$ cat config.mk
export PLATFORM = sky130hd
export DESIGN_NAME = apc_attr_ctrl
export DESIGN_NICKNAME = d
export VERILOG_FILES = /design/src/apc_pkg.sv /design/src/apc_pal_if.sv /design/src/apc_palette.sv /design/src/apc_attr_ctrl.sv
export VERILOG_INCLUDE_DIRS = /design/src
export SDC_FILE = /design/constraint.sdc
export NUM_CORES = 1
export LEC_CHECK = 0
export ABC_AREA = 1
export BUFFER_PORTS_ARGS = -buffer_cell sky130_fd_sc_hd__buf_2
export CAP_MARGIN = 20
export CORE_ASPECT_RATIO = 0.7
export CORE_UTILIZATION = 55
export CTS_CLUSTER_SIZE = 14
export DETAILED_ROUTE_END_ITERATION = 7
export PLACE_DENSITY = 0.71
export SLEW_MARGIN = 20
export SYNTH_ARGS = -nofsm -noshare
export SYNTH_HDL_FRONTEND = slang
export SYNTH_SLANG_ARGS = --single-unit
$ cat constraint.sdc
create_clock -name CLK -period 9 [get_ports CLK]
set_clock_uncertainty 0.15 [all_clocks]
set_input_delay 0.9 -clock CLK [delete_from_list [all_inputs] [get_ports CLK]]
set_output_delay 0.9 -clock CLK [all_outputs]
set_load 0.05 [all_outputs]
$ cat src/apc_consts.svh
// Constants for the attribute palette controller: port addresses, indices, fields and resets.
`ifndef APC_CONSTS_SVH
`define APC_CONSTS_SVH
`define APC_PORT_WRITE      16'h03C0
`define APC_PORT_READ       16'h03C1
`define APC_PORT_STAT_MONO  16'h03BA
`define APC_PORT_STAT_COLOR 16'h03DA
`define APC_IDX_PAL_LAST    5'h0F
`define APC_IDX_MODE        5'h10
`define APC_IDX_OVERSCAN    5'h11
`define APC_IDX_PLANE       5'h12
`define APC_IDX_PAN         5'h13
`define APC_IDX_CSEL        5'h14
`define APC_IDX_MASK        8'h3F
`define APC_PAL_MASK        8'h3F
`define APC_MODE_MASK       8'hEF
`define APC_PLANE_MASK      8'h3F
`define APC_NIB_MASK        8'h0F
`define APC_SRC_BIT         5
`define APC_MB_UPPER_SEL    7
`define APC_MB_PIX8         6
`define APC_MB_SPLIT_PAN    5
`define APC_MB_BLINK        3
`define APC_MB_LINE_GFX     2
`define APC_MB_MONO         1
`define APC_MB_GFX          0
`define APC_RST_BYTE        8'h00
`define APC_LGFX_LO         8'hC0
`define APC_LGFX_HI         8'hDF
`endif

$ cat src/apc_pkg.sv
// Types shared by the attribute palette controller modules.
package apc_pkg;
   typedef logic [5:0] apc_pal_t;
   typedef enum logic [0:0] {
      APC_SEL_INDEX = 1'b0,
      APC_SEL_DATA  = 1'b1
   } apc_sel_t;
   typedef enum logic [0:0] {
      APC_PAN_NORMAL = 1'b0,
      APC_PAN_FORCED = 1'b1
   } apc_pan_t;
endpackage : apc_pkg

$ cat src/apc_pal_if.sv
// Interface carrying palette write and lookup signals between the controller and the palette.
`timescale 1ns/1ns
interface apc_pal_if;
   import apc_pkg::*;
   logic       wr_en;
   logic [3:0] wr_idx;
   apc_pal_t   wr_data;
   logic [3:0] rd_idx;
   apc_pal_t   rd_data;
   logic [3:0] lk_idx;
   apc_pal_t   lk_data;
   modport ctrl (output wr_en, output wr_idx, output wr_data, output rd_idx, output lk_idx,
                 input rd_data, input lk_data);
   modport pal  (input wr_en, input wr_idx, input wr_data, input rd_idx, input lk_idx,
                 output rd_data, output lk_data);
endinterface : apc_pal_if

$ cat src/apc_palette.sv
// Sixteen-entry palette store with one host port and one display lookup port.
`timescale 1ns/1ns
`include "apc_consts.svh"
module apc_palette
   import apc_pkg::*;
#(
   parameter int ENTRIES = 16
) (
   input  wire logic clk,
   input  wire logic rst,
   apc_pal_if.pal    p
);
   apc_pal_t mem_r [ENTRIES];

   // Each entry keeps six bits; the host reads it through rd_idx.
   genvar g;
   for (g = 0; g < ENTRIES; g++) begin : g_ent
      always_ff @(posedge clk or posedge rst) begin
         if (rst) begin
            mem_r[g] <= '0;
         end else if (p.wr_en && p.wr_idx == 4'(g)) begin
            mem_r[g] <= p.wr_data;
         end
      end
   end

   assign p.rd_data = mem_r[p.rd_idx];
   assign p.lk_data = mem_r[p.lk_idx];
endmodule : apc_palette

$ cat src/apc_attr_ctrl.sv
// Attribute palette controller: indexed host registers, palette lookup and colour output path.
// Notes on behaviour
// - Status port read clears index/data selector.
// - Each attribute write toggles selector; index then data.
// - Data port read returns indexed register, no toggle.
// - Index register: bits 4-0 index, bit 5 source.
// - Source bit 1 lets video data drive palette.
// - Indices 00-0F are six-bit palette entries.
// - Pixel value selects entry sent to colour converter.
// - Index 10 is mode control; bit 4 reserved.
// - Mode bit 7 takes colour bits 5,4 from select.
// - Mode bit 6 enables 8-bit pixel path.
// - Mode bit 5: line compare zeroes panning until vsync.
// - Mode bit 3 blink, else background intensity.
// - Mode bit 2: ninth dot copies eighth, C0-DF.
// - Mode bit 1 selects monochrome emulation.
// - Mode bit 0 selects graphics attribute processing.
// - Colour select bits 1,0 replace palette bits 5,4.
`timescale 1ns/1ns
`include "apc_consts.svh"
module apc_attr_ctrl
   import apc_pkg::*;
(
   // Clock and reset.
   input  wire logic        CLK,
   input  wire logic        SYS_RST,
   // Host I/O port access.
   input  wire logic [15:0] IO_ADDR,
   input  wire logic        IO_WR,
   input  wire logic        IO_RD,
   input  wire logic [7:0]  IO_WDATA,
   output logic      [7:0]  IO_RDATA,
   // Pixel pipeline inputs.
   input  wire logic [7:0]  PIX_ATTR,
   input  wire logic        PIX_BLINK_PHASE,
   input  wire logic        LINE_CMP_MATCH,
   input  wire logic        VSYNC,
   // Colour converter and display option outputs.
   output logic      [7:0]  COLOR_OUT,
   output logic      [3:0]  PAN_OUT,
   output logic      [3:0]  PLANE_ENABLE,
   output logic      [7:0]  OVERSCAN_COLOR,
   output logic             PIXEL_WIDTH_8BIT,
   output logic             MONO_EMULATION,
   output logic             GRAPHICS_MODE,
   output logic             LINE_GFX_ENABLE,
   output logic             BLINK_ENABLE,
   output logic             PALETTE_SOURCE_VIDEO
);
   apc_pal_if pal_bus ();

   apc_sel_t   sel_r;
   logic [5:0] index_r;
   logic [7:0] mode_r;
   logic [7:0] overscan_r;
   logic [7:0] plane_r;
   logic [7:0] pan_r;
   logic [7:0] csel_r;
   apc_pan_t   pan_state_r;
   logic       lcm_s1_r;
   logic       lcm_s2_r;
   logic       vs_s1_r;
   logic       vs_s2_r;
   logic [7:0] rdata_nxt;
   logic       wr_port;
   logic       rd_port;
   logic       rd_stat;
   logic       data_wr;
   logic [4:0] idx;

   // Reports whether an index addresses one of the sixteen palette entries.
   function automatic logic is_pal(input logic [4:0] i);
      return i <= `APC_IDX_PAL_LAST;
   endfunction : is_pal

   assign wr_port = IO_WR && IO_ADDR == `APC_PORT_WRITE;
   assign rd_port = IO_RD && IO_ADDR == `APC_PORT_READ;
   assign rd_stat = IO_RD && (IO_ADDR == `APC_PORT_STAT_MONO ||
                              IO_ADDR == `APC_PORT_STAT_COLOR);
   assign data_wr = wr_port && sel_r == APC_SEL_DATA;
   assign idx     = index_r[4:0];

   // A status read wins over a simultaneous write so software always resynchronises.
   always_ff @(posedge CLK or posedge SYS_RST) begin
      if (SYS_RST) begin
         sel_r <= APC_SEL_INDEX;
      end else if (rd_stat) begin
         sel_r <= APC_SEL_INDEX;
      end else if (wr_port) begin
         sel_r <= (sel_r == APC_SEL_INDEX) ? APC_SEL_DATA : APC_SEL_INDEX;
      end
   end

   always_ff @(posedge CLK or posedge SYS_RST) begin
      if (SYS_RST) begin
         index_r <= '0;
      end else if (wr_port && sel_r == APC_SEL_INDEX) begin
         index_r <= 6'(IO_WDATA & `APC_IDX_MASK);
      end
   end

   always_ff @(posedge CLK or posedge SYS_RST) begin
      if (SYS_RST) begin
         mode_r     <= `APC_RST_BYTE;
         overscan_r <= `APC_RST_BYTE;
         plane_r    <= `APC_RST_BYTE;
         pan_r      <= `APC_RST_BYTE;
         csel_r     <= `APC_RST_BYTE;
      end else if (data_wr) begin
         unique case (idx)
            `APC_IDX_MODE:     mode_r     <= IO_WDATA & `APC_MODE_MASK;
            `APC_IDX_OVERSCAN: overscan_r <= IO_WDATA;
            `APC_IDX_PLANE:    plane_r    <= IO_WDATA & `APC_PLANE_MASK;
            `APC_IDX_PAN:      pan_r      <= IO_WDATA & `APC_NIB_MASK;
            `APC_IDX_CSEL:     csel_r     <= IO_WDATA & `APC_NIB_MASK;
            default: ;
         endcase
      end
   end

   // Palette writes are taken only while the source bit is clear.
   assign pal_bus.wr_en   = data_wr && is_pal(idx) && !index_r[`APC_SRC_BIT];
   assign pal_bus.wr_idx  = idx[3:0];
   assign pal_bus.wr_data = IO_WDATA[5:0];
   assign pal_bus.rd_idx  = idx[3:0];

   always_comb begin
      rdata_nxt = `APC_RST_BYTE;
      if (sel_r == APC_SEL_INDEX && !rd_port) begin
         rdata_nxt = `APC_RST_BYTE;
      end else if (is_pal(idx)) begin
         rdata_nxt = {2'b00, pal_bus.rd_data};
      end else begin
         unique case (idx)
            `APC_IDX_MODE:     rdata_nxt = mode_r;
            `APC_IDX_OVERSCAN: rdata_nxt = overscan_r;
            `APC_IDX_PLANE:    rdata_nxt = plane_r;
            `APC_IDX_PAN:      rdata_nxt = pan_r;
            `APC_IDX_CSEL:     rdata_nxt = csel_r;
            default:           rdata_nxt = `APC_RST_BYTE;
         endcase
      end
   end

   // Read data is registered; the selector is not touched by this read.
   always_ff @(posedge CLK or posedge SYS_RST) begin
      if (SYS_RST) begin
         IO_RDATA <= `APC_RST_BYTE;
      end else if (rd_port) begin
         IO_RDATA <= rdata_nxt;
      end
   end

   apc_palette #(
      .ENTRIES (16)
   ) u_palette (
      .clk (CLK),
      .rst (SYS_RST),
      .p   (pal_bus.pal)
   );

   always_ff @(posedge CLK or posedge SYS_RST) begin
      if (SYS_RST) begin
         lcm_s1_r <= 1'b0;
         lcm_s2_r <= 1'b0;
         vs_s1_r  <= 1'b0;
         vs_s2_r  <= 1'b0;
      end else begin
         lcm_s1_r <= LINE_CMP_MATCH;
         lcm_s2_r <= lcm_s1_r;
         vs_s1_r  <= VSYNC;
         vs_s2_r  <= vs_s1_r;
      end
   end

   // Panning is held at zero from a line compare match until vertical sync.
   always_ff @(posedge CLK or posedge SYS_RST) begin
      if (SYS_RST) begin
         pan_state_r <= APC_PAN_NORMAL;
      end else begin
         unique case (pan_state_r)
            APC_PAN_NORMAL: begin
               if (lcm_s2_r && !vs_s2_r && mode_r[`APC_MB_SPLIT_PAN]) begin
                  pan_state_r <= APC_PAN_FORCED;
               end
            end
            APC_PAN_FORCED: begin
               if (vs_s2_r || !mode_r[`APC_MB_SPLIT_PAN]) begin
                  pan_state_r <= APC_PAN_NORMAL;
               end
            end
         endcase
      end
   end

   always_ff @(posedge CLK or posedge SYS_RST) begin
      if (SYS_RST) begin
         PAN_OUT <= '0;
      end else begin
         PAN_OUT <= (pan_state_r == APC_PAN_FORCED) ? 4'h0 : pan_r[3:0];
      end
   end

   // Attribute bit 7 is blink with blink enabled outside 8-bit pixel mode, else intensity.
   logic [7:0] attr_eff;
   logic       blink_bit;
   always_comb begin
      attr_eff  = PIX_ATTR;
      blink_bit = mode_r[`APC_MB_BLINK] && !mode_r[`APC_MB_PIX8];
      if (blink_bit && PIX_ATTR[7]) begin
         attr_eff[7] = 1'b0;
         if (PIX_BLINK_PHASE) begin
            attr_eff[3:0] = PIX_ATTR[7:4] & 4'h7;
         end
      end
   end

   // The palette lookup is driven from video data only while the source bit is set.
   assign pal_bus.lk_idx = index_r[`APC_SRC_BIT] ? (attr_eff[3:0] & plane_r[3:0]) : 4'h0;

   always_ff @(posedge CLK or posedge SYS_RST) begin
      if (SYS_RST) begin
         COLOR_OUT <= `APC_RST_BYTE;
      end else if (mode_r[`APC_MB_PIX8]) begin
         COLOR_OUT <= PIX_ATTR;
      end else if (mode_r[`APC_MB_UPPER_SEL]) begin
         COLOR_OUT <= {csel_r[3:2], csel_r[1:0], pal_bus.lk_data[3:0]};
      end else begin
         COLOR_OUT <= {csel_r[3:2], pal_bus.lk_data};
      end
   end

   always_ff @(posedge CLK or posedge SYS_RST) begin
      if (SYS_RST) begin
         PLANE_ENABLE         <= '0;
         OVERSCAN_COLOR       <= `APC_RST_BYTE;
         PIXEL_WIDTH_8BIT     <= 1'b0;
         MONO_EMULATION       <= 1'b0;
         GRAPHICS_MODE        <= 1'b0;
         LINE_GFX_ENABLE      <= 1'b0;
         BLINK_ENABLE         <= 1'b0;
         PALETTE_SOURCE_VIDEO <= 1'b0;
      end else begin
         PLANE_ENABLE         <= plane_r[3:0];
         OVERSCAN_COLOR       <= overscan_r;
         PIXEL_WIDTH_8BIT     <= mode_r[`APC_MB_PIX8];
         MONO_EMULATION       <= mode_r[`APC_MB_MONO];
         GRAPHICS_MODE        <= mode_r[`APC_MB_GFX];
         LINE_GFX_ENABLE      <= mode_r[`APC_MB_LINE_GFX];
         BLINK_ENABLE         <= mode_r[`APC_MB_BLINK];
         PALETTE_SOURCE_VIDEO <= index_r[`APC_SRC_BIT];
      end
   end
endmodule : apc_attr_ctrl

Yosys cells after proc, flatten, opt, wreduce, memory -nomap -nowiden
Cells that the tools add are included.
- register bits after elaboration: 175
- input bits: 39
- output and inout bits: 38
- $lt $le $gt $ge: 3
- equal/unequal tests: 24
- multiplexer cells: 21
- bitwise operators: 5
- reductions and logical operators: 42
- operators by type and width (operator ; number):
    == test 16 x 10 -> 1 bit, second input constant ; 4
    binary-select mux 6 bit (select 4 bit) ; 2
    case mux 8 bit (5 select lines) ; 1
    == test 4 bit, second input constant ; 8
    two-way mux 6 bit ; 5
    logical AND 1 bit ; 28
    == test 5 bit, second input constant ; 5
    two-way mux 8 bit ; 3
    == test 4 x 3 -> 1 bit, second input constant ; 4
    two-way mux 4 bit ; 4
    greater-or-equal comparator 5 bit, second input constant ; 2
    inverter 4 -> 5 bit ; 2
    AND reduction 2 bit ; 5
    == test 4 x 2 -> 1 bit, second input constant ; 2
    <= comparator 5 x 4 -> 1 bit, second input constant ; 1
    zero test 1 bit ; 5
    two-way mux 1 bit ; 5
    bitwise AND 4 bit ; 1
    == test 4 x 1 -> 1 bit, second input constant ; 1
    zero test 4 bit ; 1
    logical OR 1 bit ; 2
    inverter 1 bit ; 2
    case mux 1 bit (2 select lines) ; 1
    nonzero test 2 bit ; 1

Depth between registers and ports, before layout
Gate-level depths: netlist (run 1).
- depth in word-level cells: 12
- gate-level depth with buffers: 13
- gate-level depth less buffers: 12

Cells and area by module
A second synthesis (run 1) with hierarchy kept.
- cells, all modules: 1267
- area total of the unflattened synthesis: 9255.1 um^2
- modules (own cells, without submodules) (module ; instances ; cells each ; area each (um^2)):
    apc_palette ; 1 ; 862 ; 5761.8
    apc_attr_ctrl ; 1 ; 405 ; 3493.4

Worst setup path after synthesis (run 1)
Ideal clock, no wire load.
- kind: in2reg
- from: input port IO_ADDR[15]
- to: register u_palette.mem_r[72] in the netlist's numbering
- setup time: 0.123 ns
- arrival time: 2.198 ns
- path slack: 6.529 ns
- stages: 13
- path buffers: 1
- cells stage by stage: nor2_1 -> nand2_1 -> nor4_2 -> nand2_1 -> inv_2 -> nand2_2 -> nor2_4 -> nand2_4 -> inv_2 -> nand2_1 -> buf_4 -> nand2_1 -> o21ai_2
- longest elaborated chain between the ends: 6
- ends and longest elaborated chain (item ; RTL line ; RTL):
    start: declaration ; apc_attr_ctrl.sv:28 ; input wire logic [15:0] IO_ADDR,
    == test 16 x 10 -> 1 bit (no source line) ; -- ;
    logical AND 1 bit (no source line) ; -- ;
    logical AND 1 bit ; apc_attr_ctrl.sv:80 ; assign data_wr = wr_port && sel_r == APC_SEL_DATA;
    logical AND 1 bit (2 in series) ; apc_attr_ctrl.sv:122 ; assign pal_bus.wr_en = data_wr && is_pal(idx) && !index_r[`APC_SRC_BIT];
    logical AND 1 bit ; apc_palette.sv:21 ; end else if (p.wr_en && p.wr_idx == 4'(g)) begin
    end signal: indexed assignment ; apc_palette.sv:22 ; mem_r[g] <= p.wr_data;
    end: declaration ; apc_palette.sv:13 ; apc_pal_t mem_r [ENTRIES];
No other way between the ends.
A chain may end at the register's enable or synchronous reset.

Worst setup path in the final report (run 1)
- from: register mode_r[6]
- to: register COLOR_OUT[1]
- longest elaborated chain between the ends: 12
- ends and longest elaborated chain (item ; RTL line ; RTL):
    start: declaration ; apc_attr_ctrl.sv:54 ; logic [7:0] mode_r;
    start signal: assignment ; apc_attr_ctrl.sv:104 ; mode_r <= `APC_RST_BYTE;
    start signal: assignment ; apc_attr_ctrl.sv:111 ; `APC_IDX_MODE: mode_r <= IO_WDATA & `APC_MODE_MASK;
    zero test 1 bit ; apc_attr_ctrl.sv:209 ; blink_bit = mode_r[`APC_MB_BLINK] && !mode_r[`APC_MB_PIX8];
    logical AND 1 bit ; apc_attr_ctrl.sv:209 ;
    logical AND 1 bit ; apc_attr_ctrl.sv:210 ; if (blink_bit && PIX_ATTR[7]) begin
    two-way mux 4 bit ; apc_attr_ctrl.sv:210 ;
    bitwise AND 4 bit ; apc_attr_ctrl.sv:219 ; assign pal_bus.lk_idx = index_r[`APC_SRC_BIT] ? (attr_eff[3:0] & plane_r[3:0]) : 4'h0;
    two-way mux 4 bit ; apc_attr_ctrl.sv:219 ;
    inverter 4 -> 5 bit (not written as such) ; apc_palette.sv:28 ; assign p.lk_data = mem_r[p.lk_idx];
    binary-select mux 6 bit (select 4 bit) ; apc_palette.sv:28 ;
    two-way mux 6 bit (not written as such) (2 in series) ; apc_palette.sv:28 ;
    two-way mux 6 bit ; apc_attr_ctrl.sv:226 ; end else if (mode_r[`APC_MB_UPPER_SEL]) begin
    two-way mux 8 bit (*) ; apc_attr_ctrl.sv:224 ; end else if (mode_r[`APC_MB_PIX8]) begin
    end signal: assignment ; apc_attr_ctrl.sv:223 ; COLOR_OUT <= `APC_RST_BYTE;
    end signal: assignment ; apc_attr_ctrl.sv:227 ; COLOR_OUT <= {csel_r[3:2], csel_r[1:0], pal_bus.lk_data[3:0]};
    end signal: assignment ; apc_attr_ctrl.sv:229 ; COLOR_OUT <= {csel_r[3:2], pal_bus.lk_data};
    end: declaration ; apc_attr_ctrl.sv:39 ; output logic [7:0] COLOR_OUT,
Every way passes the cells marked *; elsewhere a longest branch is shown, timed or not. The select of a mux whose other input is x is not followed.

==> flow_results.org, run 1 <==
** Status
- The run finished with clean final reports.

** Timing
- Adding up every negative setup slack in the final design gives 0 ns.
- The worst path needs 3.40 ns of the cycle, external delays included.
- Setup repair after global routing missed its margin :: false
- Setup violations remaining at the end of the flow were counted as 0.
- Fraction of the cycle the final worst path needs :: 0.378
- Hold slack :: 0.202 ns
- Final Hold Violating Endpoints :: 0
- For the pin with the worst max-slew slack, the measured transition is 0.959 ns.
- Max Transition Viols Final :: 0
- Peak Freq :: 294 MHz
- Slew headroom :: 0.360

** Setup path
- Register-to-register path setup slack :: 5.60 ns
- The worst register-to-register path begins at mode_r[6].
- Launch point of the critical path :: mode_r[6]
- Measured in cells, the most critical reg-to-reg path has a length of 13.
- The largest single stage delay on the critical path is 0.65 ns.
- Startpoint-to-endpoint class of the critical path :: register to register
- Among the stages of the critical path, the cell type that occurs most often is nand2_1.
- STA puts the critical path data required time at 9.23 ns.
- Endpoint arrival time on the critical path :: 3.63 ns
- Crit path max fanout :: 61
- The worst setup path is captured at a register.
- Among all stages on the critical path, the largest delay is contributed by dfrtp_1.
- Endpoint of the most critical register-to-register path :: COLOR_OUT[1]
- Critical Path Start Type :: register
- Traced cell by cell, the critical path runs through inv_2 > nand4_2 > nand2_2 > nand3_2 > buf_4 > inv_1 > nand2_1 > nand3_1 > nand3_1 > nand3_1 > nand2_1 > nand2_1 > nand2_1.
- Endpoint of the most critical setup path :: COLOR_OUT[1]

** Floorplan
- Effective utilization at floorplan :: 0.567
- The die is 154 um wide.
- Row generation in the floorplan step produced 38 rows.
- Number of primary I/O pins :: 77
- The die covers 0.0166 mm2.
- The floorplan step set the die height to 108 um.
- Core Footprint :: 0.0156 mm2

** Worst hold path
- The worst hold path belongs to the class register to register.

** Power
- Worst supply voltage drop on vdd :: 0.000112 V
- In this run the power density over the cells is 159 mW/mm2.
- Reported leakage power :: 0.00519 uW

** Clock network
- Clock buffer count from CTS :: 17
- Hold buffer count at CTS :: 0
- Post-CTS repair changed the size of 0 cells.
- Deepest clock path buffer count :: 2
- Clock latency at the later pin of the worst-skew pair :: 0.44 ns
- CTS root buffer :: clkbuf_16
- TritonCTS built the clock tree.
- H-tree depth :: 4
- The clock drives 175 sinks.
- Clock input transition at the sequential cells of the worst setup and hold paths :: 0.07 ns
- Post-CTS timing repair inserted 0 buffers for setup.

** Route
- Vias :: 8170
- The final layout contains routed wiring with a total length of 25.4 mm.
- Dividing the detail-routed via count by the number of cells gives 5.89.
- Violation count after the first detailed-route iteration :: 834
- Remaining routing DRC violations :: 0
- Detail Route Antenna Nets :: 0
- WL/cell :: 18.3 um
- For this run, the detailed router's first-pass iteration total came to 5.

** Synthesis
- For this run, the register share of the synthesized area comes to 0.496.
- The average instance in the mapped netlist occupies 7.81 um2.
- Biggest area consumer among synthesized cells :: dfrtp_1
- The share of synthesized area in the top cell type comes to 0.496.
- When the netlist entered floorplanning its net count stood at 1171.
- Area contributors post-synth :: dfrtp_1, nand2_1, nand3_1
- The synthesized design contains 175 register bits.
- Yosys mapped the design onto 38 distinct sky130hd cell types.
- Counting every instance in the synthesized netlist gives 1132.
- Yosys Warn Count :: 0
- Mapped cell area :: 0.00884 mm2

** Final layout
- Nets :: 1214
- Most common library cell in the layout ignoring fill and taps :: nand2_1
- Filler cell count :: 1438
- Synthesis-to-layout area growth :: 11.1%
- 0 antenna diodes ended up in the layout.
- Summing all multi-input logic gate instances after layout gives 0.00372 mm2.
- Fraction of final layout cells with drive strength greater than 1 :: 0.118
- Storage element area :: 0.00438 mm2
- Most frequent cells in the layout :: nand2_1, dfrtp_1, nand3_1

** Placement
- Routability-driven placement finished with a final weighted congestion of 0.927.
- Number of port buffers :: 76
- Final HPWL from detailed placement :: 17.4 mm

** Global route
- Entering global routing, the biggest net connects 103 pins.
- The number of global-route vias before repair is 7623.
- The first global-routing pass estimated 41.1 mm of wire.
- Number of antenna violations at the first check in global routing :: 0
- For this run, the total global-route usage over all layers was measured as 0.325.
- Overflow left after global routing :: 0

** Run
- Max-cap viol count :: 0
==> cell usage after synthesis <==
master / n
clkinv_1: 1
nand2_1: 406
nand2_4: 1
nand3_1: 175
nand4_2: 1
and3b_1: 1
o21ai_0: 62
nor2_2: 1
o221ai_1: 18
nor3_1: 2
nor3b_1: 1
o22ai_1: 3
o2111ai_1: 6
nor2_8: 3
a21oi_1: 5
o211ai_1: 8
buf_6: 6
o21ai_1: 4
nor2_1: 22
a22oi_1: 18
nand2_2: 2
nor4_2: 2
o21ai_2: 6
inv_2: 4
nand4_1: 9
nor2_4: 1
buf_2: 25
nand3b_1: 9
dfrtp_1: 175
buf_1: 2
a221oi_1: 4
xnor2_1: 1
a22o_1: 3
nand3_2: 2
inv_1: 117
clkbuf_1: 24
nor4b_1: 1
buf_4: 1
==> flip-flops by register name (all words and copies together) (netlist names), 4 cells and up <==
| register | count |
|---|---|
| PAN_OUT | 4 |
| PLANE_ENABLE | 4 |
| mode_r | 7 |
| OVERSCAN_COLOR | 8 |
| pan_r | 4 |
| u_palette.mem_r | 96 |
| plane_r | 6 |
| overscan_r | 8 |
| index_r | 6 |
| csel_r | 4 |
| COLOR_OUT | 8 |
| IO_RDATA | 8 |
==> layer usage <==
layer  track usage  wire [um]
met5             0          0
met4        0.0857        266
met3         0.109       3090
met2         0.446      10200
met1         0.485      11800
==> worst max-delay path: cells and delay by family, from the launching register on <==
kind	cells	cell delay, ns
AND/OR/NAND/NOR	10	1.39
flip-flops	1	0.65
buffers and inverters	3	1.15
==> cell type report <==
| class | count | share of cell area |
|---|---|---|
| well taps | 200 | 0.0255 |
| repair buffers | 82 | 0.0433 |
| inverters | 122 | 0.0472 |
| flip-flops and latches | 175 | 0.446 |
| clock buffers | 18 | 0.0447 |
| multi-input cells | 777 | 0.379 |
| clock inverters | 14 | 0.0144 |
==> metrics by stage <==
stage	instance area, um2	instances	total power [uW]	setup slack (ns)	utilization
3_5_place_dp	9240	1356	846	5.55	0.592
4_1_cts	9820	1388	1570	5.72	0.629
2_1_floorplan	8840	1132	824	3.20	-
5_1_grt	9820	1388	1600	5.33	0.629
6_report	9820	1388	1560	5.60	0.629
3_3_place_gp	9240	1356	846	5.56	0.592
==> cells by family (layout without fill, tap and decap cells) <==
group / Yosys count / in the layout / share of synthesized area
compound gates: 137 / 137 / 0.101
buf+inv: 180 / 236 / 0.0855
xor+xnor: 1 / 1 / 0.000991
flops: 175 / 175 / 0.496
simple gates: 639 / 639 / 0.317
==> where the power goes <==
group          switching [uW]  internal (uW)  total [uW]
clock                     353            377         730
combinational            34.9           8.17        43.1
sequential              0.267            787         787
total                     388           1170        1560
==> worst min path at each step <==
| stage | from | cells past startpoint | slack, ns | to |
|---|---|---|---|---|
| after floorplan | lcm_s1_r | 0 | 0.18 | lcm_s2_r |
| after global placement | vs_s1_r | 0 | 0.18 | vs_s2_r |
| after detailed placement | lcm_s1_r | 0 | 0.19 | lcm_s2_r |
| after CTS | lcm_s1_r | 0 | 0.21 | lcm_s2_r |
| after global routing | lcm_s1_r | 0 | 0.22 | lcm_s2_r |
| final | lcm_s1_r | 0 | 0.20 | lcm_s2_r |
Note: power is estimated with default switching activity, not from simulation.
==> run 2: changes to the inputs <==
Clock period 9 ns to 3.23 ns, I/O delays scaled along.
==> flow_results.org, run 2 (same netlist as run 1, synthesis figures left out) <==
** Floorplan
- The overall die height was 108 um (unchanged).
- Die Span X :: 154 um (unchanged)
- Number of cell rows :: 38 (unchanged)
- The area inside the core boundary is 0.0156 mm2 (unchanged).
- Number of primary I/O pins :: 77 (unchanged)
- The starting density of the core came to 0.567 (unchanged).
- Die outline area :: 0.0166 mm2 (unchanged)

** Clock network
- The number of levels the H-tree was split into was 4 (unchanged).
- The TritonCTS buffer count is 17 (unchanged).
- Deepest clock path buffer count :: 2 (unchanged)
- TritonCTS built the clock tree.
- The count of hold buffers inserted by post-cts repair is 9 (+9).
- The count of buffers added by post-CTS timing repair for setup is 0 (unchanged).
- Total clock sinks :: 175 (unchanged)
- Clock tree synthesis selected as its root buffer the cell clkbuf_16.
- The post-cts gate resize count was 0 (unchanged).
- The clock slew seen by the registers of the worst setup and hold paths is 0.07 ns (about the same).
- The clock latency of the later-clocked register in the worst-skew pair is 0.44 ns (about the same).

** Status
- The checks that failed: hold timing.
- The run finished, with violations left.

** Final layout
- Fraction of final layout cells with drive strength greater than 1 :: 0.126 (+0.00788)
- The number of flip-flops under the largest register name came to 96 (unchanged).
- Most frequent cells in the layout :: nand2_1, dfrtp_1, nand3_1
- The final instance area was 0.0100 mm2 (+2.2%).
- u_palette.mem_r holds more flip-flops than any other register.
- Most common library cell in the layout ignoring fill and taps :: nand2_1
- Nets :: 1236 (+1.8%)
- Compared with the post-synthesis result, the final layout area differs by 13.6%.
- The antenna diode count was 0 (unchanged).
- Filler cell count :: 1361 (-5.4%)

** Route
- The average detailed-routed wire length per instance came to 18.1 um (-1.0%).
- Per-cell via count in the routed design :: 5.74 (-2.4%)
- Detail Route Antenna Nets :: 0 (unchanged)
- The total number of vias came to 8094 (-0.93%).
- Remaining routing DRC violations :: 0 (unchanged)
- The number of detailed-route iterations in the first pass is 6 (+1).
- Violation count after the first detailed-route iteration :: 952 (+14%)
- Final WL :: 25.5 mm (+0.47%)

** Power
- The power consumption came to 4400 uW (+180%).
- Reported leakage power :: 0.00530 uW (+2.1%)
- Worst supply voltage drop on vdd :: 0.000227 V (+100%)
- Power density over cell area :: 439 mW/mm2 (+180%)

** Setup path
- Launching point of the worst reg2reg path :: index_r[3]
- Endpoint arrival time on the critical path :: 2.76 ns (-0.87 ns)
- Crit path max fanout :: 16 (-74%)
- Startpoint-to-endpoint class of the critical path :: register to register
- Nature of the critical path endpoint :: register
- The worst setup path is launched from a register.
- In this run the worst setup path begins at index_r[3].
- The required time of the critical path was 3.42 ns (-5.81 ns).

** Run
- The reported max-cap violation count came to 0 (unchanged).

** Timing
- The number of setup violations in the final report came to 0 (unchanged).
- Setup repair after global routing missed its margin :: false
- Minimum clock period :: 2.57 ns (-0.836 ns)
- The count of pins over their slew limit is 0 (unchanged).
- The transition time at the pin with the least slew margin is 1.04 ns (+0.0835 ns).
- The headroom to the max-slew limit is 0.305 (-0.0557).
- Hold slack :: -0.0766 ns (-0.279 ns)
- The fmax came to 390 MHz (+33%).
- The total negative setup slack was 0 ns (unchanged).
- Final Hold Violating Endpoints :: 35 (+35)
- The final cycle utilization of the critical path is 0.794 (+0.416).

** Global route
- Largest net degree at the start of global routing :: 176 (+71%)
- Vias in the first global route :: 7545 (-1.0%)
- Gr usage total :: 0.327 (+0.00211)
- Global-route wire length before repair :: 41.4 mm (+0.72%)
- Overflow left after global routing :: 0 (unchanged)
- Number of antenna violations at the first check in global routing :: 0 (unchanged)

** Placement
- Standard cell area after detailed placement :: 0.00936 mm2 (+1.3%)
- Final HPWL from detailed placement :: 17.0 mm (-2.6%)
- Number of port buffers :: 76 (unchanged)
- The global placement routability congestion came to 0.898 (-3.1%).

** Worst hold path
- The path class of the tightest hold or removal check is input pin to async pin.
## run 2: changes by cell type in the layout (fill, tap and decap cells not counted), sizes merged, moves of 2 or more
| cell | previous run | this run |
|---|---|---|
| buf | 82 | 95 |
| dlygate4sd3 | 0 | 9 |
| inv | 130 | 121 |
| clkinv | 3 | 7 |
| bufinv | 0 | 2 |
## run 2: power breakdown
part / switching, uW / internal (uW)
logic: 103 / 32.3
registers: 0.603 / 2190
clock network: 894 / 1180
## run 2: critical path, stage by stage, from the launching register on
cell and delay (ns):
dfrtp_1 0.47, nor2_1 0.14, buf_4 0.20, nand2_1 0.07, nor2_1 0.59, nand2_1 0.52
o21ai_0 0.32
## run 2: stage by stage
step / setup WS [ns] / std cells / util
after floorplan: 0.518 / 1132 / -
after global placement: 0.604 / 1369 / 0.600
after detailed placement: 0.566 / 1369 / 0.600
after CTS: 0.741 / 1409 / 0.644
after global routing: 0.425 / 1409 / 0.644
final: 0.664 / 1409 / 0.644
## run 2: routing by layer
metal | routed length [um] | vias to the layer above | global-route usage
li1 | - | 3830 | -
met1 | 11700 | 3775 | 0.499
met2 | 10600 | 455 | 0.462
met3 | 2890 | 34 | 0.0729
met4 | 323 | 0 | 0.0936
met5 | 0 | - | 0
## run 2: final timing paths
check	slack, ns	cells after the start	end
min	-0.08	3	u_palette.mem_r[67]
min reg2reg	0.20	0	lcm_s2_r
max in group asynchronous	2.16	3	u_palette.mem_r[77]
max reg2reg	0.66	6	overscan_r[1]
min in group CLK	0.02	3	mode_r[7]
max	0.66	6	overscan_r[1]
## run 2: final cells by class
type | instances | area [um2] | area share
clock inverters | 12 | 136 | 0.0136
clock buffers | 19 | 453 | 0.0451
well taps | 200 | 250 | 0.0249
multi-input cells | 777 | 3720 | 0.370
repair buffers | 104 | 638 | 0.0636
inverters | 122 | 462 | 0.0460
flip-flops and latches | 175 | 4380 | 0.436
